`src/core/wdg_map.svh`:
```
// Register map, field positions, reset values and timing counts
`ifndef WDG_MAP_SVH
`define WDG_MAP_SVH

// ------------------------------------------------------------
// Register indices (byte address is four times the index)
// ------------------------------------------------------------
`define WDG_CTRL_IDX 6'h24
`define WDG_STAT_IDX 6'h25
`define WDG_IRQ_STAT_IDX 6'h26
`define WDG_IRQ_MASK_IDX 6'h27

// ------------------------------------------------------------
// Field positions and reset values
// ------------------------------------------------------------
`define WDG_CTRL_ACT_BIT 7
`define WDG_CTRL_TOP_BIT 6
`define WDG_STAT_FLAG_BIT 0
`define WDG_IRQ_RESET_BIT 0
`define WDG_IRQ_STEP_BIT 1
`define WDG_CTRL_RESET 8'h7f
`define WDG_COUNT_RESET 7'h7f
`define WDG_IRQ_RESET 8'h00

// ------------------------------------------------------------
// Timing
// ------------------------------------------------------------
`define WDG_STEP_CYCLES 32'h0000_c000
`define WDG_CLK_PERIOD_NS 50
`define WDG_RESET_PULSE_NS 500
`define WDG_RESET_PULSE_CYCLES \
    ((`WDG_RESET_PULSE_NS) / (`WDG_CLK_PERIOD_NS))

// ------------------------------------------------------------
// Bus responses
// ------------------------------------------------------------
`define WDG_RESP_OKAY 2'h0
`define WDG_RESP_SLVERR 2'h2

`endif

```
`src/core/wdg_pkg.sv`:
```
// Types shared by the watchdog modules
package wdg_pkg;

    // ------------------------------------------------------------
    // Reset sequencer states
    // ------------------------------------------------------------
    typedef enum logic [0:0] {
        ST_RUN = 1'b0,
        ST_PULSE = 1'b1
    } wdg_state_t;

    typedef logic [6:0] countdown_t;
    typedef logic [1:0] axi_resp_t;

endpackage : wdg_pkg

```
`src/core/wdg_reg_if.sv`:
```
// Internal register access port between bus slave and register file
`timescale 1ns/1ps
interface wdg_reg_if;
    logic wr;
    logic rd;
    logic [5:0] index;
    logic [7:0] wdata;
    logic [7:0] rdata;
    logic hit;

    modport bus (output wr, rd, index, wdata, input rdata, hit);
    modport regs (input wr, rd, index, wdata, output rdata, hit);
endinterface : wdg_reg_if

```
`src/core/wdg_prescaler.sv`:
```
// Machine cycle prescaler producing one tick per countdown step
`timescale 1ns/1ps
`include "wdg_map.svh"
module wdg_prescaler #(
    parameter int unsigned CYCLES = `WDG_STEP_CYCLES
) (
    // Clock and reset
    input wire logic clk_in,
    input wire logic rst_in,
    // Control
    input wire logic restart_in,
    // Step strobe
    output logic tick_out
);
    localparam int unsigned W = $clog2(CYCLES);
    localparam logic [W-1:0] LAST = W'(CYCLES - 1);

    logic [W-1:0] cnt;

    // ------------------------------------------------------------
    // Elaboration check
    // ------------------------------------------------------------
    if (CYCLES < 2) begin : g_bad_cycles
        $error("prescaler needs at least two cycles per step");
    end

    // Free-running divide, restarted on request
    always_ff @(posedge clk_in) begin
        if (rst_in || restart_in) begin
            cnt <= '0;
        end else if (cnt == LAST) begin
            cnt <= '0;
        end else begin
            cnt <= cnt + W'(1);
        end
    end

    // One-cycle strobe on the last cycle of a step
    assign tick_out = (cnt == LAST) && !restart_in;
endmodule : wdg_prescaler

```
`src/core/axil_reg_slave.sv`:
```
// AXI4-Lite slave turning bus transfers into register strobes
`timescale 1ns/1ps
`include "wdg_map.svh"
module axil_reg_slave
    import wdg_pkg::*;
#(
    parameter int unsigned ADDR_W = 8
) (
    // Clock and reset
    input wire logic clk_in,
    input wire logic rst_in,
    // Write address and data
    input wire logic [ADDR_W-1:0] awaddr_in,
    input wire logic awvalid_in,
    output logic awready_out,
    input wire logic [31:0] wdata_in,
    input wire logic [3:0] wstrb_in,
    input wire logic wvalid_in,
    output logic wready_out,
    // Write response
    output axi_resp_t bresp_out,
    output logic bvalid_out,
    input wire logic bready_in,
    // Read address and data
    input wire logic [ADDR_W-1:0] araddr_in,
    input wire logic arvalid_in,
    output logic arready_out,
    output logic [31:0] rdata_out,
    output axi_resp_t rresp_out,
    output logic rvalid_out,
    input wire logic rready_in,
    // Register side
    wdg_reg_if.bus reg_port
);
    logic aw_held;
    logic [5:0] aw_idx;
    logic w_held;
    logic [7:0] wbyte;
    logic wlane;
    logic ar_held;
    logic [5:0] ar_idx;
    logic wr_go;
    logic rd_go;

    if (ADDR_W < 8) begin : g_bad_addr
        $error("address must be at least 8 bits wide");
    end

    // ------------------------------------------------------------
    // Handshakes and strobes
    // ------------------------------------------------------------
    assign awready_out = !aw_held && !bvalid_out;
    assign wready_out = !w_held && !bvalid_out;
    assign arready_out = !ar_held && !rvalid_out;
    assign wr_go = aw_held && w_held && !bvalid_out;
    assign rd_go = ar_held && !rvalid_out && !wr_go;
    assign reg_port.wr = wr_go && wlane;
    assign reg_port.rd = rd_go;
    assign reg_port.index = wr_go ? aw_idx : ar_idx;
    assign reg_port.wdata = wbyte;

    // Write address capture
    always_ff @(posedge clk_in) begin
        if (rst_in) begin
            aw_held <= 1'b0;
            aw_idx <= 6'h00;
        end else if (awvalid_in && awready_out) begin
            aw_held <= 1'b1;
            aw_idx <= awaddr_in[7:2];
        end else if (wr_go) begin
            aw_held <= 1'b0;
        end
    end

    // Write data capture, only byte lane 0 carries register bits
    always_ff @(posedge clk_in) begin
        if (rst_in) begin
            w_held <= 1'b0;
            wbyte <= 8'h00;
            wlane <= 1'b0;
        end else if (wvalid_in && wready_out) begin
            w_held <= 1'b1;
            wbyte <= wdata_in[7:0];
            wlane <= wstrb_in[0];
        end else if (wr_go) begin
            w_held <= 1'b0;
        end
    end

    // Write response one cycle after both halves are held
    always_ff @(posedge clk_in) begin
        if (rst_in) begin
            bvalid_out <= 1'b0;
            bresp_out <= `WDG_RESP_OKAY;
        end else if (wr_go) begin
            bvalid_out <= 1'b1;
            bresp_out <= reg_port.hit ? `WDG_RESP_OKAY : `WDG_RESP_SLVERR;
        end else if (bready_in) begin
            bvalid_out <= 1'b0;
        end
    end

    // Read address capture
    always_ff @(posedge clk_in) begin
        if (rst_in) begin
            ar_held <= 1'b0;
            ar_idx <= 6'h00;
        end else if (arvalid_in && arready_out) begin
            ar_held <= 1'b1;
            ar_idx <= araddr_in[7:2];
        end else if (rd_go) begin
            ar_held <= 1'b0;
        end
    end

    // Read data, unmapped words read zero with an error
    always_ff @(posedge clk_in) begin
        if (rst_in) begin
            rvalid_out <= 1'b0;
            rdata_out <= 32'h0000_0000;
            rresp_out <= `WDG_RESP_OKAY;
        end else if (rd_go) begin
            rvalid_out <= 1'b1;
            rdata_out <= {24'h00_0000, reg_port.hit ? reg_port.rdata : 8'h00};
            rresp_out <= reg_port.hit ? `WDG_RESP_OKAY : `WDG_RESP_SLVERR;
        end else if (rready_in) begin
            rvalid_out <= 1'b0;
        end
    end
endmodule : axil_reg_slave

```
`src/core/windowed_countdown_watchdog.sv`:
```
// Software-refreshed countdown watchdog with AXI4-Lite registers
//
// What this block does
// Countdown drops by one every 49,152 machine cycles.
// Active watchdog whose countdown goes 40h to 3Fh issues a reset pulse.
// Software refreshes the control register periodically with C0h to FFh.
// Refresh writes the top countdown bit as one; low bits set delay.
// Timeout length programmable in 64 steps of 49,152 cycles.
// Disabled after reset; once active only reset can disable it.
// Writing activation set with top bit clear forces a reset.
// Entering stop mode while active resets; inactive, stop does nothing.
// Idle mode leaves counting and timeout checking unchanged.
// Bit 7 activation is set by software, cleared only by reset.
// Bits 6 to 0 read back the live countdown value.
// Control register reads 7Fh after reset.
// Status bit 0 flags a watchdog reset; software or power-on clear it.
// Reset request output spans the pulse; counters then restart.
//
// Decided for this implementation: the AXI4-Lite interface to the registers.
`timescale 1ns/1ps
`include "wdg_map.svh"
module windowed_countdown_watchdog
    import wdg_pkg::*;
#(
    parameter int unsigned STEP_CYCLES = `WDG_STEP_CYCLES,
    parameter int unsigned PULSE_CYCLES = `WDG_RESET_PULSE_CYCLES
) (
    // Clock and resets
    input wire logic clk_in,
    input wire logic rst_in,
    input wire logic por_in,
    // Processor power state
    input wire logic stop_entry_in,
    // System reset request and interrupt
    output logic reset_req_out,
    output logic irq_out,
    // AXI4-Lite write address and data
    input wire logic [7:0] awaddr_in,
    input wire logic awvalid_in,
    output logic awready_out,
    input wire logic [31:0] wdata_in,
    input wire logic [3:0] wstrb_in,
    input wire logic wvalid_in,
    output logic wready_out,
    // AXI4-Lite write response
    output axi_resp_t bresp_out,
    output logic bvalid_out,
    input wire logic bready_in,
    // AXI4-Lite read address and data
    input wire logic [7:0] araddr_in,
    input wire logic arvalid_in,
    output logic arready_out,
    output logic [31:0] rdata_out,
    output axi_resp_t rresp_out,
    output logic rvalid_out,
    input wire logic rready_in
);
    localparam int PULSE_LEN = PULSE_CYCLES;
    localparam int unsigned PW = $clog2(PULSE_CYCLES + 1);
    localparam logic [PW-1:0] PULSE_LAST = PW'(PULSE_CYCLES - 1);

    // ------------------------------------------------------------
    // Elaboration checks
    // ------------------------------------------------------------
    if (PULSE_CYCLES < 1) begin : g_bad_pulse
        $error("reset pulse must last at least one cycle");
    end
    if (STEP_CYCLES < 2) begin : g_bad_step
        $error("countdown step must last at least two cycles");
    end

    // ------------------------------------------------------------
    // Declarations
    // ------------------------------------------------------------
    wdg_reg_if reg_bus ();
    wdg_state_t state;
    wdg_state_t next_state;
    logic sys_rst;
    logic activation_bit;
    countdown_t countdown;
    logic watchdog_reset_flag;
    logic [7:0] irq_status;
    logic [7:0] irq_mask;
    logic [PW-1:0] pulse_cnt;
    logic step_tick;
    logic pulse_done;
    logic trigger;
    logic ctrl_wr;
    logic stat_wr;
    logic irq_stat_rd;
    logic mask_wr;
    logic [7:0] irq_events;

    // Either reset source clears the watchdog itself
    assign sys_rst = rst_in || por_in;

    // ------------------------------------------------------------
    // Bus slave and step prescaler
    // ------------------------------------------------------------
    axil_reg_slave #(
        .ADDR_W(8)
    ) u_slave (
        .clk_in(clk_in),
        .rst_in(sys_rst),
        .awaddr_in(awaddr_in),
        .awvalid_in(awvalid_in),
        .awready_out(awready_out),
        .wdata_in(wdata_in),
        .wstrb_in(wstrb_in),
        .wvalid_in(wvalid_in),
        .wready_out(wready_out),
        .bresp_out(bresp_out),
        .bvalid_out(bvalid_out),
        .bready_in(bready_in),
        .araddr_in(araddr_in),
        .arvalid_in(arvalid_in),
        .arready_out(arready_out),
        .rdata_out(rdata_out),
        .rresp_out(rresp_out),
        .rvalid_out(rvalid_out),
        .rready_in(rready_in),
        .reg_port(reg_bus.bus)
    );

    // Prescaler held during the pulse, restarts after it
    wdg_prescaler #(
        .CYCLES(STEP_CYCLES)
    ) u_prescaler (
        .clk_in(clk_in),
        .rst_in(sys_rst),
        .restart_in(state == ST_PULSE),
        .tick_out(step_tick)
    );

    // ------------------------------------------------------------
    // Register decode
    // ------------------------------------------------------------
    assign ctrl_wr = reg_bus.wr && (reg_bus.index == `WDG_CTRL_IDX);
    assign stat_wr = reg_bus.wr && (reg_bus.index == `WDG_STAT_IDX);
    assign mask_wr = reg_bus.wr && (reg_bus.index == `WDG_IRQ_MASK_IDX);
    assign irq_stat_rd = reg_bus.rd &&
        (reg_bus.index == `WDG_IRQ_STAT_IDX);

    // Mapped words
    assign reg_bus.hit = (reg_bus.index == `WDG_CTRL_IDX) ||
        (reg_bus.index == `WDG_STAT_IDX) ||
        (reg_bus.index == `WDG_IRQ_STAT_IDX) ||
        (reg_bus.index == `WDG_IRQ_MASK_IDX);

    // Read data mux, live countdown visible
    always_comb begin
        case (reg_bus.index)
            `WDG_CTRL_IDX: reg_bus.rdata = {activation_bit, countdown};
            `WDG_STAT_IDX: reg_bus.rdata = {7'h00, watchdog_reset_flag};
            `WDG_IRQ_STAT_IDX: reg_bus.rdata = irq_status;
            `WDG_IRQ_MASK_IDX: reg_bus.rdata = irq_mask;
            default: reg_bus.rdata = 8'h00;
        endcase
    end

    // ------------------------------------------------------------
    // Reset sequencer
    // ------------------------------------------------------------
    // Timeout, forced reset and stop entry all need activation
    assign trigger = (state == ST_RUN) && activation_bit &&
        (!countdown[`WDG_CTRL_TOP_BIT] || stop_entry_in);
    assign pulse_done = (state == ST_PULSE) && (pulse_cnt == PULSE_LAST);

    // Next state
    always_comb begin
        next_state = state;
        case (state)
            ST_RUN: begin
                if (trigger) begin
                    next_state = ST_PULSE;
                end
            end
            ST_PULSE: begin
                if (pulse_done) begin
                    next_state = ST_RUN;
                end
            end
            default: next_state = ST_RUN;
        endcase
    end

    // State register
    always_ff @(posedge clk_in) begin
        if (sys_rst) begin
            state <= ST_RUN;
        end else begin
            state <= next_state;
        end
    end

    // Pulse length counter
    always_ff @(posedge clk_in) begin
        if (sys_rst || state == ST_RUN) begin
            pulse_cnt <= '0;
        end else begin
            pulse_cnt <= pulse_cnt + PW'(1);
        end
    end

    // Reset request for the whole pulse
    assign reset_req_out = (state == ST_PULSE);

    // ------------------------------------------------------------
    // Control register
    // ------------------------------------------------------------
    // Activation can only be set; reset and pulse end clear it
    always_ff @(posedge clk_in) begin
        if (sys_rst || pulse_done) begin
            activation_bit <= 1'b0;
        end else if (ctrl_wr && state == ST_RUN) begin
            activation_bit <= activation_bit |
                reg_bus.wdata[`WDG_CTRL_ACT_BIT];
        end
    end

    // Countdown: write loads, tick decrements, idle mode ignored
    always_ff @(posedge clk_in) begin
        if (sys_rst || pulse_done) begin
            countdown <= `WDG_COUNT_RESET;
        end else if (state == ST_PULSE) begin
            countdown <= countdown;
        end else if (ctrl_wr) begin
            countdown <= reg_bus.wdata[6:0];
        end else if (step_tick) begin
            countdown <= countdown - 7'h01;
        end
    end

    // ------------------------------------------------------------
    // Status register
    // ------------------------------------------------------------
    // Survives system reset; power-on or software write of 0 clears
    always_ff @(posedge clk_in) begin
        if (por_in) begin
            watchdog_reset_flag <= 1'b0;
        end else if (trigger) begin
            watchdog_reset_flag <= 1'b1;
        end else if (stat_wr && !reg_bus.wdata[`WDG_STAT_FLAG_BIT]) begin
            watchdog_reset_flag <= 1'b0;
        end
    end

    // ------------------------------------------------------------
    // Interrupt status and mask
    // ------------------------------------------------------------
    always_comb begin
        irq_events = 8'h00;
        irq_events[`WDG_IRQ_RESET_BIT] = trigger;
        irq_events[`WDG_IRQ_STEP_BIT] = step_tick && (state == ST_RUN);
    end

    // Sticky bits, read clears, a new event wins
    always_ff @(posedge clk_in) begin
        if (sys_rst) begin
            irq_status <= `WDG_IRQ_RESET;
        end else if (irq_stat_rd) begin
            irq_status <= irq_events;
        end else begin
            irq_status <= irq_status | irq_events;
        end
    end

    // Mask register
    always_ff @(posedge clk_in) begin
        if (sys_rst) begin
            irq_mask <= `WDG_IRQ_RESET;
        end else if (mask_wr) begin
            irq_mask <= reg_bus.wdata;
        end
    end

    // Level interrupt
    assign irq_out = |(irq_status & irq_mask);

    // ------------------------------------------------------------
    // Assertions
    // ------------------------------------------------------------
    property p_step;
        @(posedge clk_in) disable iff (sys_rst)
        (step_tick && state == ST_RUN && !ctrl_wr && !pulse_done)
            |=> (countdown == $past(countdown) - 7'h01);
    endproperty
    a_step: assert property (p_step)
        else $error("countdown did not step on tick");

    property p_timeout;
        @(posedge clk_in) disable iff (sys_rst)
        (state == ST_RUN && activation_bit && countdown == 7'h3f)
            |=> reset_req_out;
    endproperty
    a_timeout: assert property (p_timeout)
        else $error("no reset after countdown reached 3Fh");

    property p_pulse_len;
        @(posedge clk_in) disable iff (sys_rst)
        $rose(reset_req_out) |-> ##PULSE_LEN !reset_req_out;
    endproperty
    a_pulse_len: assert property (p_pulse_len)
        else $error("reset pulse length wrong");

    property p_pulse_hold;
        @(posedge clk_in) disable iff (sys_rst)
        $rose(reset_req_out) |-> reset_req_out[*8];
    endproperty
    a_pulse_hold: assert property (p_pulse_hold)
        else $error("reset pulse ended early");

    property p_sticky;
        @(posedge clk_in) disable iff (sys_rst)
        (activation_bit && state == ST_RUN && !trigger)
            |=> activation_bit;
    endproperty
    a_sticky: assert property (p_sticky)
        else $error("activation cleared without reset");

    property p_force;
        @(posedge clk_in) disable iff (sys_rst)
        (ctrl_wr && state == ST_RUN && !trigger &&
            reg_bus.wdata[7] && !reg_bus.wdata[6])
            |-> ##2 reset_req_out;
    endproperty
    a_force: assert property (p_force)
        else $error("forced reset not issued");

    property p_stop;
        @(posedge clk_in) disable iff (sys_rst)
        (state == ST_RUN && stop_entry_in)
            |=> (reset_req_out == $past(activation_bit));
    endproperty
    a_stop: assert property (p_stop)
        else $error("stop entry reset behaviour wrong");

    property p_restart;
        @(posedge clk_in) disable iff (sys_rst)
        $fell(reset_req_out) |->
            (countdown == 7'h7f && !activation_bit && watchdog_reset_flag);
    endproperty
    a_restart: assert property (p_restart)
        else $error("state not restored after reset pulse");
endmodule : windowed_countdown_watchdog

```
`config.mk`:
```
export PLATFORM = sky130hd
export DESIGN_NAME = windowed_countdown_watchdog
export DESIGN_NICKNAME = d
export VERILOG_FILES = /design/src/core/wdg_pkg.sv /design/src/core/wdg_reg_if.sv /design/src/core/wdg_prescaler.sv /design/src/core/axil_reg_slave.sv /design/src/core/windowed_countdown_watchdog.sv
export VERILOG_INCLUDE_DIRS = /design/src /design/src/core
export SDC_FILE = /design/constraint.sdc
export NUM_CORES = 1
export LEC_CHECK = 0
export BUFFER_PORTS_ARGS = -buffer_cell sky130_fd_sc_hd__buf_2
export CAP_MARGIN = 20
export CORE_ASPECT_RATIO = 0.8
export CORE_MARGIN = 2
export CORE_UTILIZATION = 50
export DETAILED_ROUTE_END_ITERATION = 6
export GPL_TIMING_DRIVEN = 0
export PLACE_DENSITY = 0.79
export RECOVER_POWER = 50
export SETUP_SLACK_MARGIN = 0.15
export SLEW_MARGIN = 40
export SYNTH_ARGS = -nofsm -noshare
export SYNTH_HDL_FRONTEND = slang
export SYNTH_SLANG_ARGS = --single-unit
```
`constraint.sdc`:
```
create_clock -name clk_in -period 5.6 [get_ports clk_in]
set_input_delay 0.56 -clock clk_in [delete_from_list [all_inputs] [get_ports clk_in]]
set_output_delay 0.56 -clock clk_in [all_outputs]
set_load 0.01 [all_outputs]
```
==> results.md <==
- Finished Layout Cells: 595
- Peak Freq: 455 MHz
- Most common cell after layout, fill and taps aside: dfxtp_1
- Final ANT Viol Nets: 0
- Post-CTS setup buffers: 0
- Clock sink count: 76
- Unique masters post-synth: 52
- Clock slew at reported path FFs: 0.08 ns
- Leakage: 1.76 nW
- Max Root-Sink Buffers: 2
- WL final: 7900 um
- Port Buffers: 46
- Critical path peak fanout: 10
- Die Y: 79.9 um
- Vias in the first global route: 2,704
- CP endpoint kind: flip-flop
- Finished Cell Area: 4210 um^2
- I/O pin cnt: 104
- Initial antenna violation count: 0
- Final period demand of the worst path: 2.20 ns
- FF+latch count, synth: 76
- Cell area after synthesis: 3600 um^2
- Number of instances in the placed design: 579
- Fin. max-slew vios: 0
- Hold Violations, Final: 0
- Grt total ovfl: 0
- Post-DP HPWL: 5910 um
- Ys async rst share: 0%
- Layout cell share with drive strength beyond 1: 17.1%
- Seq/Total Area, Yosys: 42.3%
- Cell count of the worst reg-to-reg path: 6
- Final Skew: 0.0101 ns
- Worst rel slew slack: 63.1%
- Ys Warns: 0
- Top FF cell, synth: dfxtp_1
- CTS-repair resized insts: 0
- Final RePlAce weighted congestion: 0.917
- Inserted Clock Buffers: 9
- Critical Path Start Type: flip-flop
- Worst-margin pin slew: 0.551 ns
- WS Path Type: reg -> reg
- # nets final: 568
- Crit path DAT: 2.43 ns
- Total track usage: 20.6%
- RR Endpoint: irq_mask[7]
- Die area: 7890 um^2
- Worst IR drop on VDD: 149 uV
- H-Tree Depth: 3
- # DRC: 0
- Status: complete, no violations
- DR vias/cell: 5.21
- Mapped Cells: 421
- Drt first-iter violations: 212
- Worst reg2reg setup slack: 3.40 ns
- TritonCTS clock tree: yes
- Fillers: 617
- Max Cap Viol: 0
- Die W: 98.8 um
- Total vias in the final route: 3,097
- Largest net degree at the start of global routing: 15
- Wire length of the first global-routing pass: 12,800 um
- TritonRoute pass-1 iters: 5
- RSZ-0062 raised after global routing: no
- Synth Area per Inst: 8.54 um^2
- Worst endpoint required time: 5.83 ns
- Worst Hold Class: in -> reg
- Ant. Diodes: 0
- Drt wl/cell: 13.3 um
- Number of flops mapped to enable cells by yosys: 0
- Core ar.: 6930 um^2
- Clock Latency Late Sink: 0.35 ns
- Worst Setup SP: u_slave.bvalid_out
- Commonest cells after routing, fill and taps aside: 76 x dfxtp_1, 62 x nor2_1, 48 x nand2_1
- Syn-to-layout area delta: 17.0%
- CTS root buf: clkbuf_8
- Worst r2r src: u_slave.bvalid_out
- Row Count: 27
- Setup TNS: 0 ns
- Worst Hold Launch: wdata_in[5]
- Number of buffers inserted by hold repair at cts: 0
- Starting density of the core: 51.9%
- Power Density: 251 nW/um^2
- Placed cell area: 4030 um^2
- Tcrit/Tclk final: 39.3%
- Setup-failing EPs final: 0
- CP Capture Point: irq_mask[7]
-- synthesized netlist by cell type (5+ instances only) --
cell type   n  area share, %
inv_1      15            1.6
nand2b_1    6            1.0
dfxtp_1    76             42
nand4_1     7            1.2
nand2_1    48            5.0
a21oi_1    22            3.1
or3_1       6            1.0
mux2i_1    23            6.4
nor2_1     62            6.5
o21ai_0    14            1.9
buf_2       5           0.70
clkbuf_1    8           0.84
nand3_1     9            1.3
buf_4      29            6.1
xor2_1      8            1.9
xnor2_1     8            1.9
o221ai_1    6            1.5
nor3_1      9            1.3
-- area by class of cell --
type                    instances  area [um^2]  area share, %
inverters                      15         56.3           1.34
clock buffers                  10          138           3.27
clock inverters                 6         70.1           1.67
repair buffers                 46          208           4.94
multi-input cells             311         1830           43.4
plain buffers                  44          278           6.60
well taps                      87          109           2.59
flip-flops and latches         76         1520           36.2
-- metrics by stage --
stage | util, % | hold WS [ns] | worst slack [ns] | power (W)
2_1_floorplan | - | 0.426 | 3.84 | 0.000618
3_3_place_gp | 58.2 | 0.438 | 3.38 | 0.000638
3_5_place_dp | 58.2 | 0.446 | 3.36 | 0.000640
4_1_cts | 61.2 | 0.392 | 3.53 | 0.00107
5_1_grt | 60.7 | 0.425 | 3.23 | 0.00110
6_report | 60.7 | 0.438 | 3.40 | 0.00106
-- worst max-delay path, stage by stage, from the launching register on --
cell	delay, ns
dfxtp_1	0.36
and3b_1	0.23
clkbuf_1	0.23
clkbuf_1	0.38
nand3_1	0.51
mux2i_1	0.31
nor2_1	0.05
-- layer usage --
metal / global-route usage (%) / part of all wire, % / vias up
met2: 30.9 / 42 / 130
met5: 0 / 0 / -
met3: 6.65 / 9.3 / 7
li1: - / - / 1565
met4: 5.34 / 1.2 / 0
met1: 28.5 / 47 / 1395
-- how the worst min path moves through the flow --
stage,cells past startpoint,to,slack (ns)
after floorplan,1,u_prescaler.cnt[0],0.43
after CTS,2,watchdog_reset_flag,0.39
after detailed placement,2,u_slave.rdata_out[3],0.45
final,3,u_slave.reg_port.wdata[5],0.44
after global routing,3,u_slave.reg_port.wdata[7],0.42
after global placement,1,u_prescaler.cnt[0],0.44
-- state kept, by name, summed over array words and instances, names as in the netlist --
name                    count
activation_bit              1
countdown                   7
irq_mask                    8
irq_status                  2
pulse_cnt                   4
reset_req_out               1
u_prescaler.cnt            16
u_slave.ar_held             1
u_slave.ar_idx              6
u_slave.aw_held             1
u_slave.aw_idx              6
u_slave.bresp_out           1
u_slave.bvalid_out          1
u_slave.rdata_out           8
u_slave.reg_port.wdata      8
u_slave.rresp_out           1
u_slave.rvalid_out          1
u_slave.w_held              1
u_slave.wlane               1
watchdog_reset_flag         1
-- logic make-up after synthesis --
kind of cell             share of synthesized area (%)
other                                            0.104
AND/OR/NAND/NOR                                   25.9
AO/OA/AOI/OAI                                     10.3
adder cells (fa/ha/maj)                           1.39
multiplexers                                      6.72
XOR/XNOR                                          3.90
buffers and inverters                             9.36
flip-flops                                        42.3
-- power breakdown --
part,internal [W],switching [W],leakage [nW]
registers,0.000547,0.00000696,0.615
logic,0.0000339,0.0000399,1.05
clock network,0.000221,0.000209,0.0955
Power figures use the tool's default switching activity.
